## src/shared/dtsc_pkg.sv

```systemverilog
// Constants shared by the debug trace status and control block
package dtsc_pkg;
    // Register indices; byte address is four times the index
    localparam logic [7:0] DTSC_IDX_STATUS = 8'h21;
    localparam logic [7:0] DTSC_IDX_TRACE_CTRL = 8'h22;
    localparam logic [7:0] DTSC_IDX_MATCH_CTRL = 8'h23;
    localparam logic [7:0] DTSC_IDX_LINE_COUNT = 8'h26;
    // Field positions
    localparam int DTSC_TBF_BIT = 7;
    localparam int DTSC_TSRC_BIT = 6;
    localparam int DTSC_TMODE_LO = 2;
    localparam int DTSC_TRIGGER_ALIGNMENT_BIT = 0;
    localparam int DTSC_MAP_LO = 0;
    localparam int DTSC_SSF_LO = 0;
    // Reset values
    localparam logic [7:0] DTSC_TRACE_CTRL_RST = 8'h00;
    localparam logic [1:0] DTSC_MAP_RST = 2'h0;
    localparam logic [2:0] DTSC_SSF_RST = 3'h0;
    // Sequencer state codes
    localparam logic [2:0] DTSC_SSF_IDLE = 3'h0;
    localparam logic [2:0] DTSC_SSF_FIRST = 3'h1;
    localparam logic [2:0] DTSC_SSF_FINAL = 3'h4;
    // Trace mode codes
    localparam logic [1:0] DTSC_MODE_FLOW = 2'h0;
    localparam logic [1:0] DTSC_MODE_DEDUP = 2'h1;
    localparam logic [1:0] DTSC_MODE_ACCESS = 2'h2;
    localparam logic [1:0] DTSC_MODE_PC = 2'h3;
    // Match mapping codes
    localparam logic [1:0] DTSC_MAP_DIRECT = 2'h0;
    localparam logic [1:0] DTSC_MAP_INSIDE = 2'h1;
    localparam logic [1:0] DTSC_MAP_OUTSIDE = 2'h2;
    // Trace buffer depth in lines
    localparam logic [6:0] DTSC_FULL_LINES = 7'h40;
endpackage

```

## src/verilog/dtsc_top.sv

```systemverilog
// Debug trace status, trace control and comparator match mapping
// Operation
// - Set full flag after 64 lines since arming
// - Full flag clears on arm write, POR only
// - Full flag mirrored in line counter bit 7
// - State flags follow each sequencer transition
// - Software disarm keeps last state flags
// - Internal end returns flags to zero
// - Arming forces state flags to 001
// - State codes 000 to 100, rest reserved
// - Trace source not settable while secured
// - Buffer reads need trace source set
// - Trace control write gated by armed, source bit also by secure
// - Mode 00 stores change of flow
// - Mode 01 stores flow without repeats
// - Mode 10 stores every access
// - Mode 11 stores every program counter
// - Align bit places trigger end or begin
// - Match control writable only while disarmed
// - Map 00 gives match0 A, match1 B
// - Map 01 gives match0 inside range
// - Map 10 gives match0 outside range
// - Map 11 behaves as comparator A only
// - Armed module ignores writes to these bits
`timescale 1ns/100ps
`default_nettype none
module dtsc_top (
    // Clock and resets
    input wire logic clk_in,
    input wire logic rstn_in,
    input wire logic por_rstn_in,
    // Register port
    input wire logic [7:0] addr_in,
    input wire logic [7:0] wdata_in,
    input wire logic wr_in,
    input wire logic rd_in,
    output logic [7:0] rdata_out,
    // Session control from the primary control logic
    input wire logic armed_in,
    input wire logic arm_write_in,
    input wire logic end_internal_in,
    input wire logic secure_in,
    // Sequencer and trace capture
    input wire logic seq_step_in,
    input wire logic [2:0] seq_state_in,
    input wire logic line_stored_in,
    input wire logic [5:0] line_count_in,
    // Trace buffer read request
    input wire logic buf_rd_req_in,
    output logic buf_rd_ok_out,
    // Trace configuration towards capture logic
    output logic trace_on_out,
    output logic store_flow_out,
    output logic store_dedup_out,
    output logic store_access_out,
    output logic store_pc_out,
    output logic align_begin_out,
    output logic all_lines_valid_out,
    output logic [2:0] state_flags_out,
    // Comparators and match signals
    input wire logic comp_a_in,
    input wire logic comp_b_in,
    input wire logic above_a_in,
    input wire logic below_b_in,
    output logic match0_out,
    output logic match1_out
);
    import dtsc_pkg::*;

    // Register state under system reset
    typedef struct packed {
        logic tsrc;       // Trace source enable
        logic [1:0] tmode; // Trace mode select
        logic trigger_alignment;     // Trigger alignment
        logic [1:0] map;  // Comparator match map
        logic [2:0] sequencer_state_flags;  // Sequencer state flags
        logic [7:0] rdata; // Read data register
        logic m0;         // Match signal 0
        logic m1;         // Match signal 1
    } dtsc_state_t;

    // State held across system resets, cleared by power-on only
    typedef struct packed {
        logic trace_full_flag;        // Trace full flag
        logic [6:0] lines; // Lines captured since arming
    } dtsc_por_t;

    dtsc_state_t st_q;
    dtsc_state_t st_d;
    dtsc_por_t por_q;
    dtsc_por_t por_d;
    logic [1:0] rst_sync_q; // System reset release chain
    logic [1:0] por_sync_q; // Power-on reset release chain
    logic rst_n;            // Synchronised system reset
    logic por_n;            // Synchronised power-on reset

    // Byte address of a register index
    function automatic logic [7:0] reg_addr(input logic [7:0] idx);
        reg_addr = {idx[5:0], 2'b00};
    endfunction

    // Code legal for the sequencer
    function automatic logic legal_state(input logic [2:0] code);
        legal_state = (code <= DTSC_SSF_FINAL);
    endfunction

    // Release system reset through two flops
    always_ff @(posedge clk_in or negedge rstn_in) begin
        if (!rstn_in) begin
            rst_sync_q <= 2'b00;
        end else begin
            rst_sync_q <= {rst_sync_q[0], 1'b1};
        end
    end

    // Release power-on reset through two flops
    always_ff @(posedge clk_in or negedge por_rstn_in) begin
        if (!por_rstn_in) begin
            por_sync_q <= 2'b00;
        end else begin
            por_sync_q <= {por_sync_q[0], 1'b1};
        end
    end

    assign rst_n = rst_sync_q[1];
    assign por_n = por_sync_q[1];

    // Address decode strobes
    logic hit_tctl;
    logic hit_mctl;
    assign hit_tctl = wr_in && (addr_in == reg_addr(DTSC_IDX_TRACE_CTRL));
    assign hit_mctl = wr_in && (addr_in == reg_addr(DTSC_IDX_MATCH_CTRL));

    // Trace allowed only when requested and unsecured
    logic trace_on;
    assign trace_on = st_q.tsrc && !secure_in;

    // Next register state
    always_comb begin
        st_d = st_q;
        if (hit_tctl && !secure_in && !armed_in) begin
            st_d.tsrc = wdata_in[DTSC_TSRC_BIT];
        end
        if (hit_tctl && !armed_in) begin
            st_d.tmode = wdata_in[DTSC_TMODE_LO +: 2];
            st_d.trigger_alignment = wdata_in[DTSC_TRIGGER_ALIGNMENT_BIT];
        end
        if (hit_mctl && !armed_in) begin
            st_d.map = wdata_in[DTSC_MAP_LO +: 2];
        end
        if (arm_write_in) begin
            st_d.sequencer_state_flags = DTSC_SSF_FIRST;
        end else if (end_internal_in) begin
            st_d.sequencer_state_flags = DTSC_SSF_IDLE;
        end else if (armed_in && seq_step_in && legal_state(seq_state_in)) begin
            st_d.sequencer_state_flags = seq_state_in;
        end
        // Read data, valid only in the cycle after the strobe
        st_d.rdata = 8'h00;
        if (rd_in) begin
            if (addr_in == reg_addr(DTSC_IDX_STATUS)) begin
                st_d.rdata[DTSC_TBF_BIT] = por_q.trace_full_flag;
                st_d.rdata[DTSC_SSF_LO +: 3] = st_q.sequencer_state_flags;
            end else if (addr_in == reg_addr(DTSC_IDX_TRACE_CTRL)) begin
                st_d.rdata[DTSC_TSRC_BIT] = st_q.tsrc;
                st_d.rdata[DTSC_TMODE_LO +: 2] = st_q.tmode;
                st_d.rdata[DTSC_TRIGGER_ALIGNMENT_BIT] = st_q.trigger_alignment;
            end else if (addr_in == reg_addr(DTSC_IDX_MATCH_CTRL)) begin
                st_d.rdata[DTSC_MAP_LO +: 2] = st_q.map;
            end else if (addr_in == reg_addr(DTSC_IDX_LINE_COUNT)) begin
                st_d.rdata[DTSC_TBF_BIT] = por_q.trace_full_flag;
                st_d.rdata[5:0] = line_count_in;
            end else begin
                // Unmapped addresses read zero
                st_d.rdata = 8'h00;
            end
        end
        // Match mapping
        unique case (st_q.map)
            DTSC_MAP_DIRECT: begin
                st_d.m0 = comp_a_in;
                st_d.m1 = comp_b_in;
            end
            DTSC_MAP_INSIDE: begin
                st_d.m0 = above_a_in && below_b_in;
                st_d.m1 = 1'b0;
            end
            DTSC_MAP_OUTSIDE: begin
                st_d.m0 = !(above_a_in && below_b_in);
                st_d.m1 = 1'b0;
            end
            default: begin
                st_d.m0 = comp_a_in;
                st_d.m1 = 1'b0;
            end
        endcase
    end

    // Next power-on state
    always_comb begin
        por_d = por_q;
        // Count restarts on each arm write
        if (arm_write_in) begin
            por_d.lines = 7'h00;
        end
        // Count captured lines up to buffer depth
        if (line_stored_in && armed_in && por_d.lines < DTSC_FULL_LINES) begin
            por_d.lines = por_d.lines + 7'h01;
        end
        if (arm_write_in) begin
            por_d.trace_full_flag = 1'b0;
        end
        // set on 64th line, set beats clear
        if (line_stored_in && armed_in && por_q.lines == DTSC_FULL_LINES - 7'h01) begin
            por_d.trace_full_flag = 1'b1;
        end
    end

    // Register update under system reset
    always_ff @(posedge clk_in or negedge rst_n) begin
        if (!rst_n) begin
            st_q.tsrc <= DTSC_TRACE_CTRL_RST[DTSC_TSRC_BIT];
            st_q.tmode <= DTSC_TRACE_CTRL_RST[DTSC_TMODE_LO +: 2];
            st_q.trigger_alignment <= DTSC_TRACE_CTRL_RST[DTSC_TRIGGER_ALIGNMENT_BIT];
            st_q.map <= DTSC_MAP_RST;
            st_q.sequencer_state_flags <= DTSC_SSF_RST;
            st_q.rdata <= 8'h00;
            st_q.m0 <= 1'b0;
            st_q.m1 <= 1'b0;
        end else begin
            st_q <= st_d;
        end
    end

    always_ff @(posedge clk_in or negedge por_n) begin
        if (!por_n) begin
            por_q <= '0;
        end else begin
            por_q <= por_d;
        end
    end

    // Outputs
    assign rdata_out = st_q.rdata;
    assign match0_out = st_q.m0;
    assign match1_out = st_q.m1;
    assign state_flags_out = st_q.sequencer_state_flags;
    assign all_lines_valid_out = por_q.trace_full_flag;
    assign trace_on_out = trace_on;
    assign store_flow_out = trace_on && (st_q.tmode == DTSC_MODE_FLOW);
    assign store_dedup_out = trace_on && (st_q.tmode == DTSC_MODE_DEDUP);
    assign store_access_out = trace_on && (st_q.tmode == DTSC_MODE_ACCESS);
    assign store_pc_out = trace_on && (st_q.tmode == DTSC_MODE_PC);
    assign align_begin_out = st_q.trigger_alignment;
    assign buf_rd_ok_out = buf_rd_req_in && trace_on && !armed_in;

    // Checks on the logic above
    a_tbf_sets: assert property (@(posedge clk_in) disable iff (!por_n)
        (line_stored_in && armed_in && por_q.lines == 7'h3f) |=> por_q.trace_full_flag)
        else $error("full flag not set at 64 lines");
    a_tbf_clears: assert property (@(posedge clk_in) disable iff (!por_n)
        (arm_write_in && !line_stored_in) |=> !por_q.trace_full_flag)
        else $error("full flag not cleared by arm write");
    a_tbf_mirror: assert property (@(posedge clk_in) disable iff (!rst_n)
        (rd_in && addr_in == 8'h98) |=> rdata_out[7] == $past(por_q.trace_full_flag))
        else $error("line counter bit 7 differs from full flag");
    a_ssf_arm: assert property (@(posedge clk_in) disable iff (!rst_n)
        arm_write_in |=> state_flags_out == 3'h1)
        else $error("arming did not force state 001");
    a_ssf_end: assert property (@(posedge clk_in) disable iff (!rst_n)
        (end_internal_in && !arm_write_in) |=> state_flags_out == 3'h0)
        else $error("internal end did not clear state");
    a_ssf_hold: assert property (@(posedge clk_in) disable iff (!rst_n)
        (!armed_in && !arm_write_in && !end_internal_in) |=> $stable(state_flags_out))
        else $error("state flags changed while disarmed");
    a_ssf_legal: assert property (@(posedge clk_in) disable iff (!rst_n)
        state_flags_out <= 3'h4)
        else $error("reserved state code");
    a_src_secure: assert property (@(posedge clk_in) disable iff (!rst_n)
        (secure_in && !st_q.tsrc) |=> !st_q.tsrc)
        else $error("trace source set while secure");
    a_mctl_armed: assert property (@(posedge clk_in) disable iff (!rst_n)
        armed_in |=> $stable(st_q.map))
        else $error("match map written while armed");
    a_buf_gate: assert property (@(posedge clk_in) disable iff (!rst_n)
        buf_rd_ok_out |-> st_q.tsrc && !armed_in)
        else $error("buffer read allowed without trace source");
    a_map_inside: assert property (@(posedge clk_in) disable iff (!rst_n)
        (st_q.map == 2'h1) |=> !match1_out)
        else $error("match1 active in range mode");

    // Direct mapping passes both comparators through one cycle later
    a_map_direct: assert property (@(posedge clk_in) disable iff (!rst_n)
        (st_q.map == 2'h0) |=>
        (match0_out == $past(comp_a_in) && match1_out == $past(comp_b_in)))
        else $error("direct mapping wrong");

    // Outside range inverts the range term and silences match1
    a_map_outside: assert property (@(posedge clk_in) disable iff (!rst_n)
        (st_q.map == 2'h2) |=>
        (match0_out == !$past(above_a_in && below_b_in) && !match1_out))
        else $error("outside mapping wrong");

    // Reserved mapping keeps comparator A only
    a_map_reserved: assert property (@(posedge clk_in) disable iff (!rst_n)
        (st_q.map == 2'h3) |=> (match0_out == $past(comp_a_in) && !match1_out))
        else $error("reserved mapping wrong");

    // A legal step while armed is shown in the flags
    a_ssf_step: assert property (@(posedge clk_in) disable iff (!rst_n)
        (armed_in && seq_step_in && !arm_write_in && !end_internal_in &&
        seq_state_in <= 3'h4) |=> state_flags_out == $past(seq_state_in))
        else $error("state flags missed a transition");

    // A reserved code leaves the flags alone
    a_ssf_reserved: assert property (@(posedge clk_in) disable iff (!rst_n)
        (seq_step_in && seq_state_in > 3'h4 && !arm_write_in && !end_internal_in)
        |=> $stable(state_flags_out))
        else $error("reserved code taken");

    // Trace control bits frozen while armed
    a_tctl_armed: assert property (@(posedge clk_in) disable iff (!rst_n)
        armed_in |=> $stable({st_q.tsrc, st_q.tmode, st_q.trigger_alignment}))
        else $error("trace control written while armed");

    // Secure mode shuts tracing off at once
    a_trace_gate: assert property (@(posedge clk_in) disable iff (!rst_n)
        secure_in |-> !trace_on_out)
        else $error("tracing while secure");

    // Mode 00 raises the flow strobe
    a_mode_flow: assert property (@(posedge clk_in) disable iff (!rst_n)
        (trace_on_out && st_q.tmode == 2'h0) |-> (store_flow_out && !store_dedup_out))
        else $error("flow mode strobe wrong");

    // Mode 01 raises the repeat-free strobe
    a_mode_dedup: assert property (@(posedge clk_in) disable iff (!rst_n)
        (trace_on_out && st_q.tmode == 2'h1) |-> (store_dedup_out && !store_flow_out))
        else $error("dedup mode strobe wrong");

    // Mode 10 raises the access strobe
    a_mode_access: assert property (@(posedge clk_in) disable iff (!rst_n)
        (trace_on_out && st_q.tmode == 2'h2) |-> (store_access_out && !store_pc_out))
        else $error("access mode strobe wrong");

    // Mode 11 raises the program counter strobe
    a_mode_pc: assert property (@(posedge clk_in) disable iff (!rst_n)
        (trace_on_out && st_q.tmode == 2'h3) |-> (store_pc_out && !store_access_out))
        else $error("pc mode strobe wrong");

    // Read data only stands in the cycle after a read strobe
    a_rdata_idle: assert property (@(posedge clk_in) disable iff (!rst_n)
        !rd_in |=> rdata_out == 8'h00)
        else $error("read data outside its cycle");
endmodule
`default_nettype wire
```

## config.mk

```make
export PLATFORM = sky130hd
export DESIGN_NAME = dtsc_top
export DESIGN_NICKNAME = d
export VERILOG_FILES = /design/src/shared/dtsc_pkg.sv /design/src/verilog/dtsc_top.sv
export SDC_FILE = /design/constraint.sdc
export NUM_CORES = 1
export LEC_CHECK = 0
export BUFFER_PORTS_ARGS = -buffer_cell sky130_fd_sc_hd__buf_2
export CAP_MARGIN = 30
export CORE_MARGIN = 2
export CORE_UTILIZATION = 28
export DETAILED_ROUTE_END_ITERATION = 10
export PLACE_DENSITY = 0.51
export RECOVER_POWER = 25
export SETUP_SLACK_MARGIN = 0.05
export SLEW_MARGIN = 20
export SYNTH_ARGS = -nofsm -noshare
export SYNTH_HDL_FRONTEND = slang
export SYNTH_SLANG_ARGS = --single-unit
```

## constraint.sdc

```tcl
create_clock -name clk_in -period 1.4 [get_ports clk_in]
set_input_delay 0.07 -clock clk_in [delete_from_list [all_inputs] [get_ports clk_in]]
set_output_delay 0.07 -clock clk_in [all_outputs]
set_load 0.02 [all_outputs]
```

==> results of run 1 <==
[synthesized netlist by cell type, types with 2 or more instances]
cell and instances:
mux2i_1 3, nand4_1 3, mux2_1 7, a21oi_1 3, nor3_1 4, nor2_1 13
buf_4 12, nor3b_1 3, nand4b_1 2, nand2_1 8, a31oi_1 2, inv_1 5
nand2_2 2, a32oi_1 2, o21ai_0 2, xnor2_1 2, mux2_2 3, a211oi_1 2
or3b_2 2, nor2b_1 8, dfrtp_1 31, nand2b_1 3
[worst min-delay path, cell delays in order]
cell     delay [ps]
buf_2           100
nand2_1          50
nor2_1           30
[routing by layer]
layer,up-vias,track usage [%]
li1,640,-
met1,624,13.8
met2,38,20.3
met3,7,3.73
met4,0,5.69
met5,-,0
[state kept, by name, summed over array words and instances (netlist names)]
name / cells
state_flags_out: 3
all_lines_valid_out: 1
por_sync_q: 2
st_q: 5
por_q: 7
match0_out: 1
align_begin_out: 1
rst_sync_q: 2
match1_out: 1
rdata_out: 8
[stage by stage]
stage                     hold slack [ps]  util, %  worst slack, ps  total power, mW
after floorplan                      -226        -            -30.4             1.05
after global placement               -144     35.5            -43.5             1.17
after detailed placement             -144     35.5            -72.9             1.17
after CTS                            1.30     38.7             58.7             2.05
after global routing                 4.68     38.8            -39.3             2.11
final                                5.73     38.8             67.4             2.02
[timing repair]
item                       in CTS  in global routing
gates resized for setup         3                  1
pin swaps                       1                  0
hold endpoints to repair        9                  1
setup endpoints to repair       6                  6
hold buffers                    6                  1
setup buffers                   0                  0
[power groups by stage]
stage	Sequential (mW)	Clock [mW]	Combinational (mW)
floorplan	0.961	0	0.0928
global placement	0.952	0	0.219
detailed placement	0.954	0	0.218
CTS	0.937	0.877	0.237
global route	0.940	0.914	0.262
finish	0.936	0.849	0.234
[worst max-delay path by stage]
stage	start	endpoint	slack, ps	depth (start not counted)
2_1_floorplan	por_q[0]	por_q[4]	-30	5
3_3_place_gp	por_q[1]	por_q[4]	-40	5
3_5_place_dp	por_q[1]	por_q[4]	-70	5
4_1_cts	st_q[18]	store_flow_out	60	3
5_1_grt	por_q[0]	por_q[4]	-40	5
6_report	por_q[1]	por_q[4]	70	5
[cell type report]
type / count / share of cell area [%]
well taps: 72 / 4.22
inverters: 5 / 0.878
flip-flops and latches: 31 / 36.3
multi-input cells: 97 / 34.1
repair buffers: 74 / 19.7
clock inverters: 1 / 1.41
clock buffers: 6 / 3.40
[kinds of logic (layout without fill, tap and decap cells)]
logic type	count (synthesis)	count (layout)	share of synthesized area, %
muxes	13	13	8.94
and+or+nand+nor	59	59	23.5
AOI/OAI and AO/OA	19	19	8.86
DFF	31	31	48.6
xor gates and xnor gates	3	3	1.65
adders and majority gates	1	1	0.784
other	1	2	0.235
buffers and inverters	19	86	7.37
==> results.txt, run 1 <==
----------------------------------------------------
[Run status]
  Run status ... finished, final reports clean

[Global routing]
  Number of antenna violations at the first check in global routing ... 0
  Pin count of the biggest net entering global routing ... 20
  Via count of the first global-routing pass ... roughly 1,200
  Global routing usage summed across all routing layers ... 12.1%
  Total global routing overflow ... 0
  Global-route wire length before repair ... roughly 5700 µm

[Routing]
  Initial DRT Pass Iterations ... 4
  Post-Route WL ... about 3700 µm
  Drt first-iter violations ... 34
  Met2 wire len ... 1890 µm
  Drc violations ... 0
  DR WL met3 ... roughly 240 µm
  Top layer used by detailed routing ... met4
  Wire length on met1 ... 1530 µm
  Vias after detailed routing ... 1,309
  Post-detailed-route wirelength per cell ... 13.0 µm
  Vias per cell ... 4.58
  Number of nets with antenna violations after routing ... 0

[Power and ir drop]
  Switching share of total power ... 22.8%
  Part of the power in the clock network ... 42.0%
  Pwr per Cell Area ... 945 mW/mm²
  Max IR drop VDD ... around 0.00056 V
  Comb pwr share ... 11.6%
  Internal power of the cells ... 1.56 mW
  Sequential cell fraction of total power ... 46.4%
  Leakage power ... 1.06 nW
  Net load switching power ... 460 µW

[Clock tree]
  CTS tree ... built
  Clock-pin slew of the registers on the worst-case setup and hold paths ... 70 ps
  Worst skew pair latency ... 280 ps
  Number of clock buffers inserted by TritonCTS ... 5
  H-tree lvl count ... 2
  Clock sink total ... 31
  Maximum number of buffers from clock root to sink ... 2
  Root buffer selected by CTS ... clkbuf_8

[Floorplan]
  Die span in y ... 79.5 µm
  Top-level port count ... 62
  Core ar. ... ~0.0055 mm²
  Die boundary width ... 79.5 µm
  Initial core utilization ... 29.0%
  FP Rows ... 27
  Die ar. ... around 0.0063 mm²

[Critical path]
  R2R Path Start ... por_q[1]
  Top Family by Delay on Critical Path ... flip-flops
  Crit Path Max Fanout ... 2
  Cell at the slowest stage of the critical path ... dfrtp_1
  Worst endpoint required time ... 1570 ps
  Cell breakdown of the critical path ... nor2b_2 > ha_1 > inv_1 > nor4_2 > mux2_1
  Crit path buffers/inverters ... 1
  Worst Reg2Reg Path Length in Cells ... 5
  Setup crit end kind ... register
  Critical path data arrival time ... 1500 ps
  Type of the worst setup path ... register to register
  Startpoint type of the worst setup path ... register
  Reg-to-reg critical path endpoint ... por_q[4]
  Register-to-register setup slack ... 70 ps
  Critical path's largest stage delay ... 340 ps

[Timing]
  Period minus WS final ... 1330 ps
  Final worst-path cycle share ... 95.2%
  Max Clock Skew ... 5.29 ps
  Sum of negative setup slack ... 0 ps
  Max-slew headroom ... 31.3%
  RSZ-0062 raised after global routing ... yes
  Slew of the pin with the lowest slew margin ... 1030 ps
  Final hold violation count ... 0
  Number of pins exceeding their max-slew limit in the final report ... 0
  Timing-limited maximum frequency ... 0.750 GHz
  Count of endpoints failing setup in the final report ... 0

[Synthesis]
  Yosys synthesis warning count ... 0
  Number of distinct standard cells referenced by the synthesized netlist ... 46
  Number of instances in the synthesized netlist ... 146
  Post-synthesis cell type with the largest combined area ... dfrtp_1
  Number of flops mapped to enable cells by yosys ... 0
  Synth Register Bits ... 31
  Share of flip-flops with an asynchronous set or reset after synthesis ... 100%
  Most frequently used flop master after synthesis ... dfrtp_1
  Post-synthesis sequential area ratio ... 48.6%
  Share of the synthesized area in the top cell type ... 48.6%
  Cells taking the most area after synthesis ... dfrtp_1 49%, buf_4 5.6%, mux2_1 4.9%, nor2b_1 3.1%, nor2_1 3.1%
  Area of the mapped netlist ... 0.00160 mm²
  Synthesized area per cell ... 10.9 µm²

[Place]
  Weighted congestion at the end of routability-driven global placement ... 0.785
  Placed cell area ... approximately 0.002 mm²
  Post-DP HPWL ... around 2900 µm
  Buffers on Ports ... 58
  Cell count after placement ... between 200 and 300

[Finish]
  Final instance area ... 0.00214 mm²
  P&R area growth vs syn ... 34.0%
  Final net count ... around 260
  Leading cell type in the layout, fill and taps excluded ... buf_2
  Register area ... 776 µm²
  Number of antenna repair diodes ... 0
  Layout cells sized above 1 ... 40.2%
  Footprint of the multi-input gates ... 728 µm²
  Number of fill cells ... 560
  Commonest cells after routing, fill and taps aside ... 56 x buf_2, 31 x dfrtp_1, 13 x nor2_1, 8 x nand2_1, 8 x buf_4
  Number of standard cells in the layout, taps in and fillers out ... 286

[Hold path]
  Start point of the worst min-delay path ... line_count_in[5]
  Path class of the lowest-slack min-delay path ... input port to register
  Endpoint of the worst hold-timing path ... rdata_out[5]
  Hold Path Depth ... 3

[Flow run]
  Maxcap violations ... 0

----------------------------------------------------
(Power assumes the default switching activity.)
==> inputs of run 2 (changes only) <==
==> constraint.sdc (replaced) <==
create_clock -name clk_in -period 1.65 [get_ports clk_in]
set_input_delay 0.0825 -clock clk_in [delete_from_list [all_inputs] [get_ports clk_in]]
set_output_delay 0.0825 -clock clk_in [all_outputs]
set_load 0.02 [all_outputs]
==> run 2 against run 1 <==
Net effect:
- core utilization decreased by 1.8 points
- via count decreased by 4.5%
- final area decreased by 4.7%
- largest power group unchanged
- highest routed layer unchanged
- non-clock buffer count decreased by 10
==> results.txt, run 2 (synthesis gave the netlist of run 1 again) <==
----------------------------------------------------
[Critical path]
  Critical path data arrival time ... 1370 ps (was 1500 ps)
  CP Launch Point ... st_q[18] (was por_q[1])
  Register-to-register setup slack ... 230 ps (was 70 ps)
  Setup crit end kind ... output pin (was register)
  R2R Path Start ... por_q[0] (was por_q[1])
  Crit Path Max Fanout ... 6 (was 2)
  Worst endpoint required time ... 1570 ps (about the same)
  Worst Reg2Reg Path Length in Cells ... 5 (unchanged)
  Startpoint type of the worst setup path ... register (unchanged)
  Type of the worst setup path ... register to output pin (was register to register)
  Reg-to-reg critical path endpoint ... por_q[4] (unchanged)

[Power and ir drop]
  Leakage power ... 1.01 nW (was 1.06 nW)
  Pwr per Cell Area ... 797 mW/mm² (was 945 mW/mm²)
  Max IR drop VDD ... 0.000420 V (was 0.000561 V)

[Timing]
  Final hold violation count ... 0 (unchanged)
  Final worst-path cycle share ... about 88%
  Period minus WS final ... about 1500 ps
  RSZ-0062 raised after global routing ... no (was yes)
  Count of endpoints failing setup in the final report ... 0 (unchanged)
  Slew of the pin with the lowest slew margin ... 974 ps (was 1030 ps)
  Sum of negative setup slack ... 0 ps (unchanged)
  Number of pins exceeding their max-slew limit in the final report ... 0 (unchanged)
  Post-layout worst setup margin ... 197 ps (was 67.4 ps)
  Max Clock Skew ... 3.43 ps (was 5.29 ps)
  Timing-limited maximum frequency ... a little under 0.7 GHz
  Max-slew headroom ... 35.1% (was 31.3%)

[Routing]
  Number of nets with antenna violations after routing ... 0 (unchanged)
  Post-Route WL ... 3500 µm (was 3720 µm)
  Drt first-iter violations ... 70 (was 34)
  Post-detailed-route wirelength per cell ... 12.6 µm (was 13.0 µm)
  Drc violations ... 0 (unchanged)
  Vias after detailed routing ... 1,250 (was 1,309)
  Vias per cell ... 4.51 (was 4.58)
  Initial DRT Pass Iterations ... 4 (unchanged)

[Clock tree]
  Number of clock buffers inserted by TritonCTS ... 5 (unchanged)
  Clock-pin slew of the registers on the worst-case setup and hold paths ... 60 ps (was 70 ps)
  CTS tree ... built (unchanged)
  Clock sink total ... 31 (unchanged)
  H-tree lvl count ... 2 (unchanged)
  Root buffer selected by CTS ... clkbuf_8 (unchanged)
  Maximum number of buffers from clock root to sink ... 2 (unchanged)
  Worst skew pair latency ... 280 ps (about the same)

[Finish]
  Final net count ... 246 (was 256)
  Commonest cells after routing, fill and taps aside ... 56 x buf_2, 31 x dfrtp_1, 13 x nor2_1, 8 x nand2_1 (was 56 x buf_2, 31 x dfrtp_1, 13 x nor2_1, 8 x nand2_1, 8 x buf_4)
  Leading cell type in the layout, fill and taps excluded ... buf_2 (unchanged)
  Layout cells sized above 1 ... 39.0% (was 40.2%)
  P&R area growth vs syn ... 27.6% (was 34.0%)
  Number of antenna repair diodes ... 0 (unchanged)
  Flip-flop count of the largest register, all copies and words added ... 8 (unchanged)

[Floorplan]
  Top-level port count ... 62 (unchanged)
  Initial core utilization ... 29.0% (unchanged)
  Die span in y ... 79.5 µm (unchanged)
  Die ar. ... 0.00632 mm² (unchanged)
  Die boundary width ... 79.5 µm (unchanged)
  FP Rows ... 27 (unchanged)
  Core ar. ... 0.00551 mm² (unchanged)

[Global routing]
  Global-route wire length before repair ... 5530 µm (was 5730 µm)
  Via count of the first global-routing pass ... 1,168 (was 1,220)
  Number of antenna violations at the first check in global routing ... 0 (unchanged)
  Total global routing overflow ... 0 (unchanged)
  Global routing usage summed across all routing layers ... 11.4% (was 12.1%)
  Pin count of the biggest net entering global routing ... 20 (unchanged)

[Hold path]
  Path class of the lowest-slack min-delay path ... input port to register (unchanged)
  Endpoint of the worst hold-timing path ... st_q[14] (was rdata_out[5])
  Start point of the worst min-delay path ... wdata_in[1] (was line_count_in[5])
  Hold Path Depth ... 2 (was 3)

[Place]
  Buffers on Ports ... 58 (unchanged)
  Weighted congestion at the end of routability-driven global placement ... 0.759 (was 0.785)
  Pre-CTS setup slack ... 77.1 ps (was -72.9 ps)
  Post-DP HPWL ... 2750 µm (was 2890 µm)

[Run status]
  Run status ... finished, final reports clean (unchanged)

[Flow run]
  Maxcap violations ... 0 (unchanged)

----------------------------------------------------
-- run 2: cell types whose count changed in the layout (fill, tap and decap cells not counted), moves of 2 or more --
cell | previous run | this run
buf_4 | 8 | 2
clkbuf_8 | 5 | 7
dlygate4sd3_1 | 7 | 3
nor2b_4 | 2 | 0
-- run 2: worst max-delay path by stage --
stage                          end  slack (ps)  cells after the start
floorplan           store_flow_out         180                      2
global placement          por_q[4]         110                      5
detailed placement        por_q[4]          80                      5
CTS                       por_q[4]          70                      5
global route        store_flow_out          60                      3
finish              store_flow_out         200                      3
-- run 2: worst max-delay path, cell delays in order, from the launching register on --
cell	delay (ps)
dfrtp_1	360
nor2b_1	310
nor3b_1	220
buf_2	190
-- run 2: timing repair --
action | CTS | global route
setup buffers | 0 | 0
endpoints found under the setup margin | 0 | 1
gates resized for setup | 0 | 2
hold buffers | 3 | 0
endpoints found under the hold margin | 6 | 0
-- run 2: stage by stage --
step	total power, mW	util, %	cell area [µm²]	hold slack (ps)	cells
2_1_floorplan	0.893	-	1600	-213	147
3_3_place_gp	0.978	34.6	1900	-130	266
3_5_place_dp	0.978	34.6	1900	-129	266
4_1_cts	1.65	37.0	2040	6.95	277
5_1_grt	1.71	37.0	2040	2.66	277
6_report	1.62	37.0	2040	15.9	277
-- run 2: where the power goes --
group / switching (mW) / total (mW) / leakage, nW / internal [mW]
Clock: 0.276 / 0.654 / 0.0505 / 0.379
Combinational: 0.0913 / 0.173 / 0.541 / 0.0815
Sequential: 0.0153 / 0.794 / 0.414 / 0.779
-- run 2: cell type report --
type                       instances  area, µm²
multi-input combinational         97        711
sequential                        31        776
timing repair buffer              64        337
inverter                           5       18.8
tap                               72       90.1
fill                             554       3470
clock buffer                       7       96.3
clock inverter                     1       7.51
-- run 2: layer usage --
layer,wire length [µm],track usage [%],vias to the layer above
met5,0,0,-
met4,54,5.52,0
met3,242,3.51,8
met2,1640,17.6,40
met1,1570,14.5,584
li1,-,-,618
==> inputs of run 3 (changes only) <==
--- a/config.mk
+++ b/config.mk
@@ -7,10 +7,12 @@
 export LEC_CHECK = 0
 export BUFFER_PORTS_ARGS = -buffer_cell sky130_fd_sc_hd__buf_2
 export CAP_MARGIN = 30
+export CELL_PAD_IN_SITES_DETAIL_PLACEMENT = 1
+export CELL_PAD_IN_SITES_GLOBAL_PLACEMENT = 1
 export CORE_MARGIN = 2
 export CORE_UTILIZATION = 28
 export DETAILED_ROUTE_END_ITERATION = 10
-export PLACE_DENSITY = 0.51
+export PLACE_DENSITY = 0.64
 export RECOVER_POWER = 25
 export SETUP_SLACK_MARGIN = 0.05
 export SLEW_MARGIN = 20
==> run 3 against run 2 <==
Net effect:
- cell count unchanged
- total power rose by 1.4%
- die area is the same
- combinational power decreased by 3%
- global-route usage up 1.2 points
- sequential cell count did not move
- clock power increased by 3%
- maximum frequency is 1.1% higher
==> results.txt, run 3 (synthesis gave the netlist of run 1 again) <==
----------------------------------------------------
[Routing]
  Initial DRT Pass Iterations ... 4 (unchanged)
  Vias per cell ... 4.64 (was 4.51)
  Drc violations ... 0 (unchanged)
  Post-detailed-route wirelength per cell ... 13.5 µm (was 12.6 µm)
  Post-Route WL ... 3750 µm (was 3500 µm)
  Vias after detailed routing ... 1,284 (was 1,250)
  Drt first-iter violations ... 22 (was 70)
  Number of nets with antenna violations after routing ... 0 (unchanged)

[Power and ir drop]
  Comb pwr share ... 10.2% (was 10.7%)
  Switching share of total power ... 24.5% (was 23.6%)
  Pwr per Cell Area ... 804 mW/mm² (was 797 mW/mm²)
  Sequential cell fraction of total power ... 48.9% (was 49.0%)
  Net load switching power ... 403 µW (was 382 µW)
  Leakage power ... 1.01 nW (about the same)
  Internal power of the cells ... 1.24 mW (about the same)
  Max IR drop VDD ... 0.000365 V (was 0.000420 V)
  Part of the power in the clock network ... 40.9% (was 40.4%)

[Critical path]
  Startpoint type of the worst setup path ... register (unchanged)
  CP Launch Point ... st_q[18] (unchanged)
  R2R Path Start ... por_q[0] (unchanged)
  Critical path data arrival time ... 1350 ps (was 1370 ps)
  Cell at the slowest stage of the critical path ... dfrtp_1 (unchanged)
  Critical path's largest stage delay ... 360 ps (about the same)
  Crit Path Max Fanout ... 6 (unchanged)
  Setup crit end kind ... output pin (unchanged)
  Cell breakdown of the critical path ... nor2b_1 > nor3b_1 > buf_2 (unchanged)
  Worst endpoint required time ... 1570 ps (about the same)
  Type of the worst setup path ... register to output pin (unchanged)

[Finish]
  Final net count ... 246 (unchanged)
  P&R area growth vs syn ... 28.2% (was 27.6%)
  Leading cell type in the layout, fill and taps excluded ... buf_2 (unchanged)
  Layout cells sized above 1 ... 38.0% (was 39.0%)
  Fraction of the core area covered by cells at the end of the flow ... 37.1% (was 37.0%)
  Commonest cells after routing, fill and taps aside ... 54 x buf_2, 31 x dfrtp_1, 13 x nor2_1, 8 x nand2_1 (was 56 x buf_2, 31 x dfrtp_1, 13 x nor2_1, 8 x nand2_1)
  Number of fill cells ... 641 (was 554)
  Flip-flop count of the largest register, all copies and words added ... 8 (unchanged)
  Number of antenna repair diodes ... 0 (unchanged)

[Timing]
  RSZ-0062 raised after global routing ... no (unchanged)
  Timing-limited maximum frequency ... 0.696 GHz (was 0.688 GHz)
  Sum of negative setup slack ... 0 ps (unchanged)
  Number of pins exceeding their max-slew limit in the final report ... 0 (unchanged)
  Final worst-path cycle share ... 87.1% (was 88.0%)
  Slew of the pin with the lowest slew margin ... 763 ps (was 974 ps)
  Max-slew headroom ... 49.1% (was 35.1%)
  Max Clock Skew ... 5.59 ps (was 3.43 ps)
  Final hold violation count ... 0 (unchanged)
  Period minus WS final ... 1440 ps (was 1450 ps)
  Count of endpoints failing setup in the final report ... 0 (unchanged)

[Global routing]
  Met3 track utilization from global routing ... 3.28% (was 3.51%)
  Number of antenna violations at the first check in global routing ... 0 (unchanged)
  Pin count of the biggest net entering global routing ... 20 (unchanged)
  Global-route wire length before repair ... 6140 µm (was 5530 µm)
  Met2 routing resource usage after global routing ... 22.4% (was 17.6%)
  GRT busiest layer ... met2 (unchanged)
  Met1 capacity usage during global routing ... 13.9% (was 14.5%)
  Total global routing overflow ... 0 (unchanged)
  Via count of the first global-routing pass ... 1,345 (was 1,168)
  Global routing usage summed across all routing layers ... 12.7% (was 11.4%)

[Place]
  Post-DP HPWL ... 2960 µm (was 2750 µm)
  Buffers on Ports ... 58 (unchanged)
  Weighted congestion at the end of routability-driven global placement ... 0.770 (was 0.759)

[Floorplan]
  Core ar. ... 0.00551 mm² (unchanged)
  Die span in y ... 79.5 µm (unchanged)
  Top-level port count ... 62 (unchanged)
  Die boundary width ... 79.5 µm (unchanged)
  Initial core utilization ... 29.0% (unchanged)
  FP Rows ... 27 (unchanged)
  Die ar. ... 0.00632 mm² (unchanged)

[Clock tree]
  CTS tree ... built (unchanged)
  Post-CTS setup-driven buffer insertion count ... 0 (unchanged)
  Maximum number of buffers from clock root to sink ... 2 (unchanged)
  Clock-pin slew of the registers on the worst-case setup and hold paths ... 70 ps (was 60 ps)
  Number of clock buffers inserted by TritonCTS ... 5 (unchanged)
  H-tree lvl count ... 2 (unchanged)
  Clock sink total ... 31 (unchanged)
  Root buffer selected by CTS ... clkbuf_8 (unchanged)
  Worst skew pair latency ... 290 ps (was 280 ps)

[Hold path]
  Path class of the lowest-slack min-delay path ... input port to register (unchanged)
  Start point of the worst min-delay path ... wdata_in[2] (was wdata_in[1])

[Run status]
  Run status ... finished, final reports clean (unchanged)

[Flow run]
  Maxcap violations ... 0 (unchanged)

----------------------------------------------------
==> run 3: cell types whose count changed in the layout (fill, tap and decap cells not counted) <==
cell           before  now
nor2b_2             2    1
nor2b_4             0    1
clkbuf_1            3    4
buf_2              56   54
dlygate4sd3_1       3    4
==> run 3: area by class of cell <==
| type | instances | area (µm²) | share of cell area (%) |
|---|---|---|---|
| sequential | 31 | 776 | 37.9 |
| multi-input combinational | 97 | 716 | 35.0 |
| timing repair buffer | 64 | 340 | 16.6 |
| clock buffer | 7 | 96.3 | 4.71 |
| tap | 72 | 90.1 | 4.41 |
| inverter | 5 | 18.8 | 0.918 |
| clock inverter | 1 | 7.51 | 0.367 |
==> run 3: metrics by stage <==
| step | hold WS (ps) | cell area [µm²] | instances | total power [mW] | worst slack [ps] |
|---|---|---|---|---|---|
| after floorplan | -213 | 1600 | 147 | 0.893 | 177 |
| after global placement | -130 | 1900 | 265 | 0.977 | 114 |
| after detailed placement | -130 | 1900 | 265 | 0.979 | 65.5 |
| after CTS | 2.62 | 2040 | 277 | 1.67 | 83.6 |
| after global routing | 0.684 | 2040 | 277 | 1.74 | 52.1 |
| final | 6.65 | 2040 | 277 | 1.64 | 213 |
==> run 3: power by group through the flow <==
stage | clock (mW) | combinational [mW] | sequential [mW]
3_3_place_gp | 0 | 0.159 | 0.818
6_report | 0.673 | 0.167 | 0.804
4_1_cts | 0.697 | 0.169 | 0.805
5_1_grt | 0.743 | 0.186 | 0.808
3_5_place_dp | 0 | 0.160 | 0.819
2_1_floorplan | 0 | 0.0778 | 0.815
==> run 3: metal layers <==
layer,part of all wire (%),vias up
met5,0,-
met4,2.3,0
met3,6.4,10
met2,49,38
met1,42,616
li1,-,620
==> run 3: worst max-delay path: cells and delay by family (launching register included) <==
kind / cells / cell delay (ps)
buffers and inverters: 1 / 190
DFF: 1 / 360
and+or+nand+nor: 2 / 520
==> run 3: repair_timing <==
item / in CTS / in global routing
pin swaps: 0 / 1
resized for setup: 1 / 2
hold endpoints to repair: 7 / 0
gates cloned: 0 / 0
hold buffers: 4 / 0
setup endpoints to repair: 1 / 1
==> run 3: worst paths after layout <==
check,to,cells after the start,slack (ps)
worst max-delay path,store_flow_out,3,210
worst min-delay path,st_q[16],2,7
worst max register to register,por_q[4],5,240
worst min register to register,por_q[6],0,130
max in group asynchronous,rdata_out[4],0,860
min in group asynchronous,por_sync_q[0],2,110
